--- config.mk ---
export PLATFORM = sky130hd
export DESIGN_NAME = mir_regs
export DESIGN_NICKNAME = d
export VERILOG_FILES = /design/src/rtl/mir_pkg.sv /design/src/rtl/mir_evt_if.sv /design/src/rtl/mir_event_detect.sv /design/src/rtl/mir_regs.sv
export SDC_FILE = /design/constraint.sdc
export NUM_CORES = 1
export LEC_CHECK = 0
export BUFFER_PORTS_ARGS = -buffer_cell sky130_fd_sc_hd__buf_2
export CAP_MARGIN = 10
export CORE_MARGIN = 3
export CORE_UTILIZATION = 45
export CTS_BUF_LIST = sky130_fd_sc_hd__clkbuf_8
export DETAILED_ROUTE_END_ITERATION = 6
export GPL_TIMING_DRIVEN = 0
export PLACE_DENSITY = 0.63
export SYNTH_ARGS = -nofsm -noshare
export SYNTH_HDL_FRONTEND = slang
export SYNTH_SLANG_ARGS = --single-unit
--- constraint.sdc ---
create_clock -name ref_clk_in -period 1.7 [get_ports ref_clk_in]
set_input_delay 0.34 -clock ref_clk_in [delete_from_list [all_inputs] [get_ports ref_clk_in]]
set_output_delay 0.34 -clock ref_clk_in [all_outputs]
set_load 0.1 [all_outputs]
--- src/rtl/mir_pkg.sv ---
// Constants and types shared by the maintenance and interrupt register bank.
package mir_pkg;

	// Host data and address widths
	localparam int DATA_W = 8;
	localparam int ADDR_W = 8;
	// Number of event sources per mask register
	localparam int EVT_W = 8;
	// Number of real-time line status sources
	localparam int LINE_SRC_W = 7;

	// Register offsets on the host control port
	localparam logic [ADDR_W-1:0] OFF_LOOP_LEN = 8'h10;
	localparam logic [ADDR_W-1:0] OFF_ACT_CODE = 8'h11;
	localparam logic [ADDR_W-1:0] OFF_DEACT_CODE = 8'h12;
	localparam logic [ADDR_W-1:0] OFF_ERR_CTRL = 8'h13;
	localparam logic [ADDR_W-1:0] OFF_LINE_MASK = 8'h14;
	localparam logic [ADDR_W-1:0] OFF_ERR_MASK = 8'h15;
	localparam logic [ADDR_W-1:0] OFF_EDGE_SEL = 8'h16;
	localparam logic [ADDR_W-1:0] OFF_LINE_STAT = 8'h17;
	localparam logic [ADDR_W-1:0] OFF_LINE_PEND = 8'h18;
	localparam logic [ADDR_W-1:0] OFF_ERR_PEND = 8'h19;

	// Field positions in the error insert and count control register
	localparam int BIT_VIOL_INS = 6;
	localparam int BIT_PAT_PATTERN_ERROR_INSERT = 5;
	localparam int BIT_ZERO_RUN_DEF = 4;
	localparam int ERR_SRC_LSB = 2;
	localparam int BIT_REPORT_MODE = 1;
	localparam int BIT_TRANSFER = 0;

	// Field positions in the loop code length register
	localparam int ACT_LEN_LSB = 2;
	localparam int DEACT_LEN_LSB = 0;

	// Reset values
	localparam logic [DATA_W-1:0] RST_LOOP_LEN = 8'h01;
	localparam logic [DATA_W-1:0] RST_ACT_CODE = 8'h01;
	localparam logic [DATA_W-1:0] RST_DEACT_CODE = 8'h09;
	localparam logic [DATA_W-1:0] RST_ERR_CTRL = 8'h00;
	localparam logic [DATA_W-1:0] RST_MASK = 8'hff;
	localparam logic [DATA_W-1:0] RST_EDGE_SEL = 8'h00;

	// Writable bits; the others are reserved and read as zero
	localparam logic [DATA_W-1:0] WMASK_LOOP_LEN = 8'h0f;
	localparam logic [DATA_W-1:0] WMASK_ERR_CTRL = 8'h7f;
	localparam logic [DATA_W-1:0] WMASK_EDGE_SEL = 8'h7f;

	// Error counter source selection
	typedef enum logic [1:0] {
		ERR_SRC_PATTERN,
		ERR_SRC_ZERO_RUN,
		ERR_SRC_CODE_VIOL,
		ERR_SRC_BOTH
	} mir_err_src_t;

	// Loop code length selection: 5, 6, 7 or 8 bits
	typedef enum logic [1:0] {
		CODE_LEN_5,
		CODE_LEN_6,
		CODE_LEN_7,
		CODE_LEN_8
	} mir_code_len_t;

endpackage : mir_pkg

--- src/rtl/mir_evt_if.sv ---
// Interface between the register bank and its event pending logic.
`timescale 1ns/1ps
interface mir_evt_if #(
	parameter int N = 8
);
	logic [N-1:0] src; // Status levels or event pulses
	logic [N-1:0] edge_any; // 1: any change is an event, 0: rising only
	logic [N-1:0] clr; // One-cycle clear strobes for pending bits
	logic [N-1:0] pend; // Sticky pending bits

	// Pending logic side
	modport det (
		input src,
		input edge_any,
		input clr,
		output pend
	);

	// Register bank side
	modport ctl (
		output src,
		output edge_any,
		output clr,
		input pend
	);
endinterface : mir_evt_if

--- src/rtl/mir_event_detect.sv ---
// Edge detection and sticky pending bits for one group of event sources.
`timescale 1ns/1ps
module mir_event_detect #(
	parameter int N = 8,
	parameter bit PULSE_IN = 1'b0
) (
	input wire logic ref_clk_in,
	input wire logic rst_n_in,
	mir_evt_if.det ev
);
	import mir_pkg::*;

	logic [N-1:0] prev_q; // Last sampled source level
	logic [N-1:0] prev_d;
	logic [N-1:0] pend_q; // Sticky pending bits
	logic [N-1:0] pend_d;
	logic [N-1:0] evt; // Event seen this cycle

	// Per-source event selection
	genvar gi;
	generate
		for (gi = 0; gi < N; gi++) begin : g_evt
			if (PULSE_IN) begin : g_pulse
				// Source is already a one-cycle event
				assign evt[gi] = ev.src[gi];
			end else begin : g_level
				// Rising edge always counts; falling only when any-change chosen
				assign evt[gi] = (ev.src[gi] & ~prev_q[gi]) |
					(ev.edge_any[gi] & ~ev.src[gi] & prev_q[gi]);
			end
		end
	endgenerate

	// Next state: a new event wins over a clear in the same cycle
	always_comb begin
		prev_d = ev.src;
		pend_d = (pend_q & ~ev.clr) | evt;
	end

	// State registers
	always_ff @(posedge ref_clk_in or negedge rst_n_in) begin
		if (!rst_n_in) begin
			prev_q <= '0;
			pend_q <= '0;
		end else begin
			prev_q <= prev_d;
			pend_q <= pend_d;
		end
	end

	assign ev.pend = pend_q;

endmodule : mir_event_detect

--- src/rtl/mir_regs.sv ---
// Maintenance control and interrupt mask register bank with interrupt output.
`timescale 1ns/1ps

module mir_regs (
	input wire logic ref_clk_in,
	input wire logic rst_n_in,
	input wire logic [mir_pkg::ADDR_W-1:0] host_addr_in,
	input wire logic host_wr_in,
	input wire logic host_rd_in,
	input wire logic [mir_pkg::DATA_W-1:0] host_wdata_in,
	output logic [mir_pkg::DATA_W-1:0] host_rdata_out,
	input wire logic [mir_pkg::LINE_SRC_W-1:0] line_status_in,
	input wire logic [mir_pkg::EVT_W-1:0] error_event_in,
	output logic [mir_pkg::DATA_W-1:0] rx_activate_pattern_out,
	output logic [mir_pkg::DATA_W-1:0] rx_deactivate_pattern_out,
	output mir_pkg::mir_code_len_t activate_length_out,
	output mir_pkg::mir_code_len_t deactivate_length_out,
	output logic violation_insert_out,
	output logic pattern_error_insert_out,
	output logic zero_run_definition_out,
	output mir_pkg::mir_err_src_t error_source_out,
	output logic counter_report_mode_out,
	output logic counter_transfer_out,
	output logic irq_out
);
	import mir_pkg::*;

	// Address decode shared by writes, reads, clears and checks
	function automatic logic reg_hit(input logic [ADDR_W-1:0] addr,
		input logic [ADDR_W-1:0] off);
		reg_hit = (addr == off);
	endfunction : reg_hit

	// Software-visible storage
	logic [DATA_W-1:0] loop_len_q; // Loop code lengths
	logic [DATA_W-1:0] loop_len_d;
	logic [DATA_W-1:0] act_q; // Receive activate pattern
	logic [DATA_W-1:0] act_d;
	logic [DATA_W-1:0] deact_q; // Receive deactivate pattern
	logic [DATA_W-1:0] deact_d;
	logic [DATA_W-1:0] ctrl_q; // Error insert and count control
	logic [DATA_W-1:0] ctrl_d;
	logic [DATA_W-1:0] line_mask_q; // Line event masks
	logic [DATA_W-1:0] line_mask_d;
	logic [DATA_W-1:0] err_mask_q; // Error event masks
	logic [DATA_W-1:0] err_mask_d;
	logic [DATA_W-1:0] edge_q; // Edge selects for line events
	logic [DATA_W-1:0] edge_d;

	// One-cycle action pulses
	logic viol_ins_q;
	logic viol_ins_d;
	logic pat_pattern_error_insert_q;
	logic pat_pattern_error_insert_d;
	logic transfer_q;
	logic transfer_d;

	// Read data and interrupt
	logic [DATA_W-1:0] rdata_q;
	logic [DATA_W-1:0] rdata_d;
	logic [DATA_W-1:0] rd_mux; // Selected register for a read
	logic irq_q;
	logic irq_d;

	// Pending event groups
	logic [EVT_W-1:0] line_pend;
	logic [EVT_W-1:0] err_pend;
	logic [EVT_W-1:0] line_clr;
	logic [EVT_W-1:0] err_clr;

	mir_evt_if #(.N(EVT_W)) line_ev ();
	mir_evt_if #(.N(EVT_W)) err_ev ();

	// Line events come from status levels; top bit is reserved, never fires
	assign line_ev.src = {1'b0, line_status_in};
	assign line_ev.edge_any = edge_q;
	assign line_ev.clr = line_clr;
	assign line_pend = line_ev.pend;

	// Error events arrive as one-cycle pulses, so no edge select applies
	assign err_ev.src = error_event_in;
	assign err_ev.edge_any = '0;
	assign err_ev.clr = err_clr;
	assign err_pend = err_ev.pend;

	// Line status sources, with per-source edge selection
	mir_event_detect #(
		.N(EVT_W),
		.PULSE_IN(1'b0)
	) u_line_det (
		.ref_clk_in(ref_clk_in),
		.rst_n_in(rst_n_in),
		.ev(line_ev.det)
	);

	// Error, timer and converter event sources
	mir_event_detect #(
		.N(EVT_W),
		.PULSE_IN(1'b1)
	) u_err_det (
		.ref_clk_in(ref_clk_in),
		.rst_n_in(rst_n_in),
		.ev(err_ev.det)
	);

	// Register writes; reserved bits are masked off at write time, except the line mask top bit
	always_comb begin
		loop_len_d = loop_len_q;
		act_d = act_q;
		deact_d = deact_q;
		ctrl_d = ctrl_q;
		line_mask_d = line_mask_q;
		err_mask_d = err_mask_q;
		edge_d = edge_q;
		if (host_wr_in) begin
			if (reg_hit(host_addr_in, OFF_LOOP_LEN)) begin
				loop_len_d = host_wdata_in & WMASK_LOOP_LEN;
			end
			if (reg_hit(host_addr_in, OFF_ACT_CODE)) begin
				act_d = host_wdata_in;
			end
			if (reg_hit(host_addr_in, OFF_DEACT_CODE)) begin
				deact_d = host_wdata_in;
			end
			if (reg_hit(host_addr_in, OFF_ERR_CTRL)) begin
				ctrl_d = host_wdata_in & WMASK_ERR_CTRL;
			end
			if (reg_hit(host_addr_in, OFF_LINE_MASK)) begin
				// Reserved top bit is kept writable so it reads back as stored
				line_mask_d = host_wdata_in;
			end
			if (reg_hit(host_addr_in, OFF_ERR_MASK)) begin
				err_mask_d = host_wdata_in;
			end
			if (reg_hit(host_addr_in, OFF_EDGE_SEL)) begin
				edge_d = host_wdata_in & WMASK_EDGE_SEL;
			end
		end
	end

	// Action pulses fire only on a 0 to 1 change of the stored bit
	always_comb begin
		viol_ins_d = 1'b0;
		pat_pattern_error_insert_d = 1'b0;
		transfer_d = 1'b0;
		if (host_wr_in && reg_hit(host_addr_in, OFF_ERR_CTRL)) begin
			// Rewriting a 1 does nothing; software must clear first
			viol_ins_d = host_wdata_in[BIT_VIOL_INS] & ~ctrl_q[BIT_VIOL_INS];
			pat_pattern_error_insert_d = host_wdata_in[BIT_PAT_PATTERN_ERROR_INSERT] &
				~ctrl_q[BIT_PAT_PATTERN_ERROR_INSERT];
			transfer_d = host_wdata_in[BIT_TRANSFER] & ~ctrl_q[BIT_TRANSFER];
		end
	end

	// Write-one-to-clear strobes for the pending registers
	always_comb begin
		line_clr = '0;
		err_clr = '0;
		if (host_wr_in && reg_hit(host_addr_in, OFF_LINE_PEND)) begin
			line_clr = host_wdata_in;
		end
		if (host_wr_in && reg_hit(host_addr_in, OFF_ERR_PEND)) begin
			err_clr = host_wdata_in;
		end
	end

	// Read selection; unmapped offsets read as zero
	always_comb begin
		unique case (1'b1)
			reg_hit(host_addr_in, OFF_LOOP_LEN): rd_mux = loop_len_q;
			reg_hit(host_addr_in, OFF_ACT_CODE): rd_mux = act_q;
			reg_hit(host_addr_in, OFF_DEACT_CODE): rd_mux = deact_q;
			reg_hit(host_addr_in, OFF_ERR_CTRL): rd_mux = ctrl_q;
			reg_hit(host_addr_in, OFF_LINE_MASK): rd_mux = line_mask_q;
			reg_hit(host_addr_in, OFF_ERR_MASK): rd_mux = err_mask_q;
			reg_hit(host_addr_in, OFF_EDGE_SEL): rd_mux = edge_q;
			reg_hit(host_addr_in, OFF_LINE_STAT): rd_mux = {1'b0, line_status_in};
			reg_hit(host_addr_in, OFF_LINE_PEND): rd_mux = line_pend;
			reg_hit(host_addr_in, OFF_ERR_PEND): rd_mux = err_pend;
			default: rd_mux = '0;
		endcase
		// Read data holds between reads so slow hosts can sample late
		rdata_d = host_rd_in ? rd_mux : rdata_q;
	end

	// Interrupt: any pending source whose mask bit is 0
	always_comb begin
		// Line group: loop codes, sync, clock loss, driver, alarm, loss
		// Error group: shaper, jitter buffer, pattern, zeros, violations, timer, counter
		irq_d = (|(line_pend & ~line_mask_q)) |
			(|(err_pend & ~err_mask_q));
	end

	// Register all state
	always_ff @(posedge ref_clk_in or negedge rst_n_in) begin
		if (!rst_n_in) begin
			loop_len_q <= RST_LOOP_LEN;
			act_q <= RST_ACT_CODE;
			deact_q <= RST_DEACT_CODE;
			ctrl_q <= RST_ERR_CTRL;
			line_mask_q <= RST_MASK;
			err_mask_q <= RST_MASK;
			edge_q <= RST_EDGE_SEL;
			viol_ins_q <= 1'b0;
			pat_pattern_error_insert_q <= 1'b0;
			transfer_q <= 1'b0;
			rdata_q <= '0;
			irq_q <= 1'b0;
		end else begin
			loop_len_q <= loop_len_d;
			act_q <= act_d;
			deact_q <= deact_d;
			ctrl_q <= ctrl_d;
			line_mask_q <= line_mask_d;
			err_mask_q <= err_mask_d;
			edge_q <= edge_d;
			viol_ins_q <= viol_ins_d;
			pat_pattern_error_insert_q <= pat_pattern_error_insert_d;
			transfer_q <= transfer_d;
			rdata_q <= rdata_d;
			irq_q <= irq_d;
		end
	end

	// Outputs, all from flip-flops
	assign host_rdata_out = rdata_q;
	assign rx_activate_pattern_out = act_q;
	assign rx_deactivate_pattern_out = deact_q;
	assign activate_length_out = mir_code_len_t'(loop_len_q[ACT_LEN_LSB +: 2]);
	assign deactivate_length_out = mir_code_len_t'(loop_len_q[DEACT_LEN_LSB +: 2]);
	assign violation_insert_out = viol_ins_q;
	assign pattern_error_insert_out = pat_pattern_error_insert_q;
	assign zero_run_definition_out = ctrl_q[BIT_ZERO_RUN_DEF];
	assign error_source_out = mir_err_src_t'(ctrl_q[ERR_SRC_LSB +: 2]);
	assign counter_report_mode_out = ctrl_q[BIT_REPORT_MODE];
	assign counter_transfer_out = transfer_q;
	assign irq_out = irq_q;
endmodule : mir_regs

==> impl_results.md <==
- Post-route cell area: slightly above 5000 sq um
- Max-cap viol count: 0
- Post-Syn Area per Cell: between 10 and 15 sq um
- Final period utilization: 100%
- Nets: approximately 480
- All-layer global routing usage: around a quarter
- H-tree depth: 3
- Worst-case clock buffer depth: 2
- Residual DRC count: 0
- Multi-input logic area: 1900 sq um
- Met2 usage: 34.4%
- Worst r2r src: loop_len_q[1]
- Grt ovf: 0
- Global Route met1 Usage: 34.4%
- Worst slack, placed: -0.796 ns
- Layout cells sized above 1: 42.3%
- Max FO, Critical Path: 8
- Fillcell total: approximately 810
- Post-Syn Instances: around 360
- Warnings, synthesis: 0
- Leak: 2.36 nW
- Register area share after synthesis: between 50% and 60%
- Commonest non-fill, non-tap cell in the layout: dfrtp_1
- Area growth from synthesis to layout: 21.1%
- CP startpoint kind: input port
- Num rows: 34
- Yosys reg bits: 85
- Final WS setup: -0.00448 ns
- RSZ-0062 raised after global routing: yes
- Initial antenna violation count: 0
- P per Cell Area: 859 nW/um^2
- Die height: around 100 um
- Worst reg2reg path endpoint: host_rdata_out[1]
- Post-synthesis cell area: about 4200 sq um
- Fin cells: roughly 560
- Crit path time final: around 1.7 ns
- Critical path required time: 1.99 ns
- Worst setup path end: line_mask_q[4]
- Num ports: 71
- Worst Setup SP: host_addr_in[6]
- Final core occ: between 50% and 60%
- Total number of vias: 3265
- Status: finished, violations left
- Peak VDD IR: 0.496 mV
- Final Wtd Congestion: a little under 0.9
- Clock latency on the worst-skew pair: ~0.36 ns
- GR Util met3: 4.23%
- Hold crit path type: in2reg
- Fin. Hold Viols: 0
- Max Freq: between 0.5 and 0.6 GHz
- Final Max Tran Viols: 0
- Initial core utilization: between 40% and 50%
- Vias in the first global route: roughly 3200
- Distinct cells, synth: a little under 60
- Failing checks: negative setup slack
- Worst-case clock skew: approximately 0.01 ns
- Buffers added on ports: 64
- N_diodes: 0
- Final ANT Viol Nets: 0
- Slew HR: roughly 62%
- Clock Root Buffer: clkbuf_8
- GR peak layer: met2
- DR WL/cell: between 20 and 25 um
- Clk slew on worst S/H paths: around 0.090 ns
- Drt first-iter violations: 232
- Crit path DAT: ~2 ns
- Final setup violation count: 1
- Commonest cells after routing, fill and taps aside: 64 x dfrtp_1, 63 x buf_2, 36 x mux2_2
- Net count after synthesis: between 300 and 400
- Die W: between 100 and 150 um
- Pre-Repair DR Iteration Count: 5
- Pin slew with the least headroom to its limit: 0.566 ns
- Core ar.: between 8000 and 9000 sq um
- Pin count of the biggest net entering global routing: 51
- Crit. End Element: register
- Avg Vias per Cell: ~5.9
- Primary FF master, synth: dfrtp_1
- Final Power: 4.36 mW
- CTS buffer count: 9
- Post-synth ARST share: between 90% and 100%
- FF-to-FF path depth: 4
- Die area: approximately 11000 sq um
- First-pass GRT wire length: 18200 um
- Post-placement cell area: 4720 sq um
- Placed insts: roughly 530
- R2R Setup Slk: roughly 0.26 ns
- Detailed Route WL: 11700 um
- Storage cell area: between 2000 and 2500 sq um
- CTS tree: done
- DP Wirelength: approximately 8000 um
- Number of synthesized flops with an enable pin: 0
- Critical path type: in2reg
- CTS sink count: 85
[kinds of logic after synthesis]
group | Yosys count | share of synthesized area, %
mux | 70 | 19.2
compound gates | 64 | 11.1
simple gates | 90 | 13.1
flops | 85 | 51.4
buf+inv | 49 | 5.20
[layout make-up]
class,count,share of cell area [%]
tap,108,2.66
clock buffer,12,3.26
inverter,27,2.00
multi-input combinational,224,37.4
timing repair buffer,76,9.00
buffer,19,2.12
clock inverter,4,1.09
sequential,85,42.5
[state kept, by name (all words and copies together), names as in the netlist]
signal                     count
err_mask_q                     8
host_rdata_out                 8
line_mask_q                    8
rx_activate_pattern_out        8
rx_deactivate_pattern_out      8
u_err_det.ev.pend              8
u_line_det.ev.pend             8
ctrl_q                         7
edge_q                         7
u_line_det.prev_q              7
loop_len_q                     4
counter_transfer_out           1
irq_out                        1
pattern_error_insert_out       1
violation_insert_out           1
[report_power, final]
group	internal (mW)	leakage, nW	switching, mW	total (mW)
logic	0.184	1.25	0.454	0.638
registers	2.11	1.00	0.0524	2.16
clock network	0.805	0.109	0.753	1.56
[layer usage]
| metal | part of all wire [%] | wire, um |
|---|---|---|
| met5 | 0 | 0 |
| met4 | 2.6 | 299 |
| met3 | 6.7 | 782 |
| met2 | 45 | 5270 |
| met1 | 46 | 5330 |
[worst min path at each step]
stage                      startpoint                      endpoint  slack, ns  cells past startpoint
CTS                 line_status_in[5]          u_line_det.prev_q[5]       0.11                      1
global route        line_status_in[5]          u_line_det.prev_q[5]       0.11                      1
global placement            ctrl_q[6]          violation_insert_out       0.45                      1
floorplan                    rst_n_in          counter_transfer_out       0.04                      0
detailed placement           rst_n_in  rx_deactivate_pattern_out[1]       0.34                      1
finish              line_status_in[6]          u_line_det.prev_q[6]       0.13                      1
[cells in the mapped netlist (2+ instances only)]
| library cell | n | area [sq um] |
|---|---|---|
| a21o_1 | 5 | 37.5 |
| a2111oi_0 | 2 | 17.5 |
| inv_1 | 27 | 101 |
| or3_1 | 2 | 12.5 |
| a221o_1 | 7 | 70.1 |
| and3_1 | 5 | 31.3 |
| dfstp_2 | 20 | 526 |
| o41ai_1 | 2 | 17.5 |
| a22o_1 | 2 | 17.5 |
| mux4_2 | 3 | 67.6 |
| nand3_1 | 2 | 10.0 |
| nand4_1 | 2 | 12.5 |
| clkbuf_1 | 9 | 33.8 |
| o2bb2ai_1 | 3 | 26.3 |
| buf_2 | 4 | 20.0 |
| a211oi_1 | 3 | 22.5 |
| buf_4 | 5 | 37.5 |
| nor3b_1 | 5 | 37.5 |
| mux2_2 | 36 | 405 |
| clkbuf_2 | 2 | 10.0 |
| and4_1 | 2 | 17.5 |
| a21oi_1 | 9 | 45.0 |
| nand3b_1 | 6 | 45.0 |
| nor2b_1 | 4 | 25.0 |
| dfrtp_1 | 65 | 1630 |
| a22oi_1 | 3 | 22.5 |
| nor2_1 | 13 | 48.8 |
| a221oi_1 | 5 | 43.8 |
| nand4b_1 | 2 | 17.5 |
| a31oi_1 | 6 | 37.5 |
| nand2_1 | 23 | 86.3 |
| o21ai_0 | 7 | 35.0 |
| mux2_1 | 16 | 180 |
| nor3_1 | 5 | 25.0 |
| o22ai_1 | 5 | 31.3 |
| mux2i_1 | 15 | 150 |
| or2_2 | 3 | 18.8 |
| nand2b_1 | 3 | 18.8 |
[per-stage QoR]
step | TNS, ns | hold WS, ns
after floorplan | -3.28 | 0.0444
after global placement | -64.25 | 0.445
after detailed placement | -36.20 | 0.337
after CTS | 0 | 0.109
after global routing | -0.0769 | 0.107
final | -0.00448 | 0.126
[critical path, stage by stage]
cell and delay, ns:
buf_8 0.09, or4b_4 0.62, nor3_4 0.24, and3_4 0.36
mux2_1 0.34
[what timing repair did]
item,CTS,global route
pin swaps,3,3
buffers inserted,8,2
hold buffers,1,0
endpoints found under the setup margin,47,46
resized for setup,5,19
endpoints found under the hold margin,29,0
No activity file was read; power rests on OpenSTA's default activity.
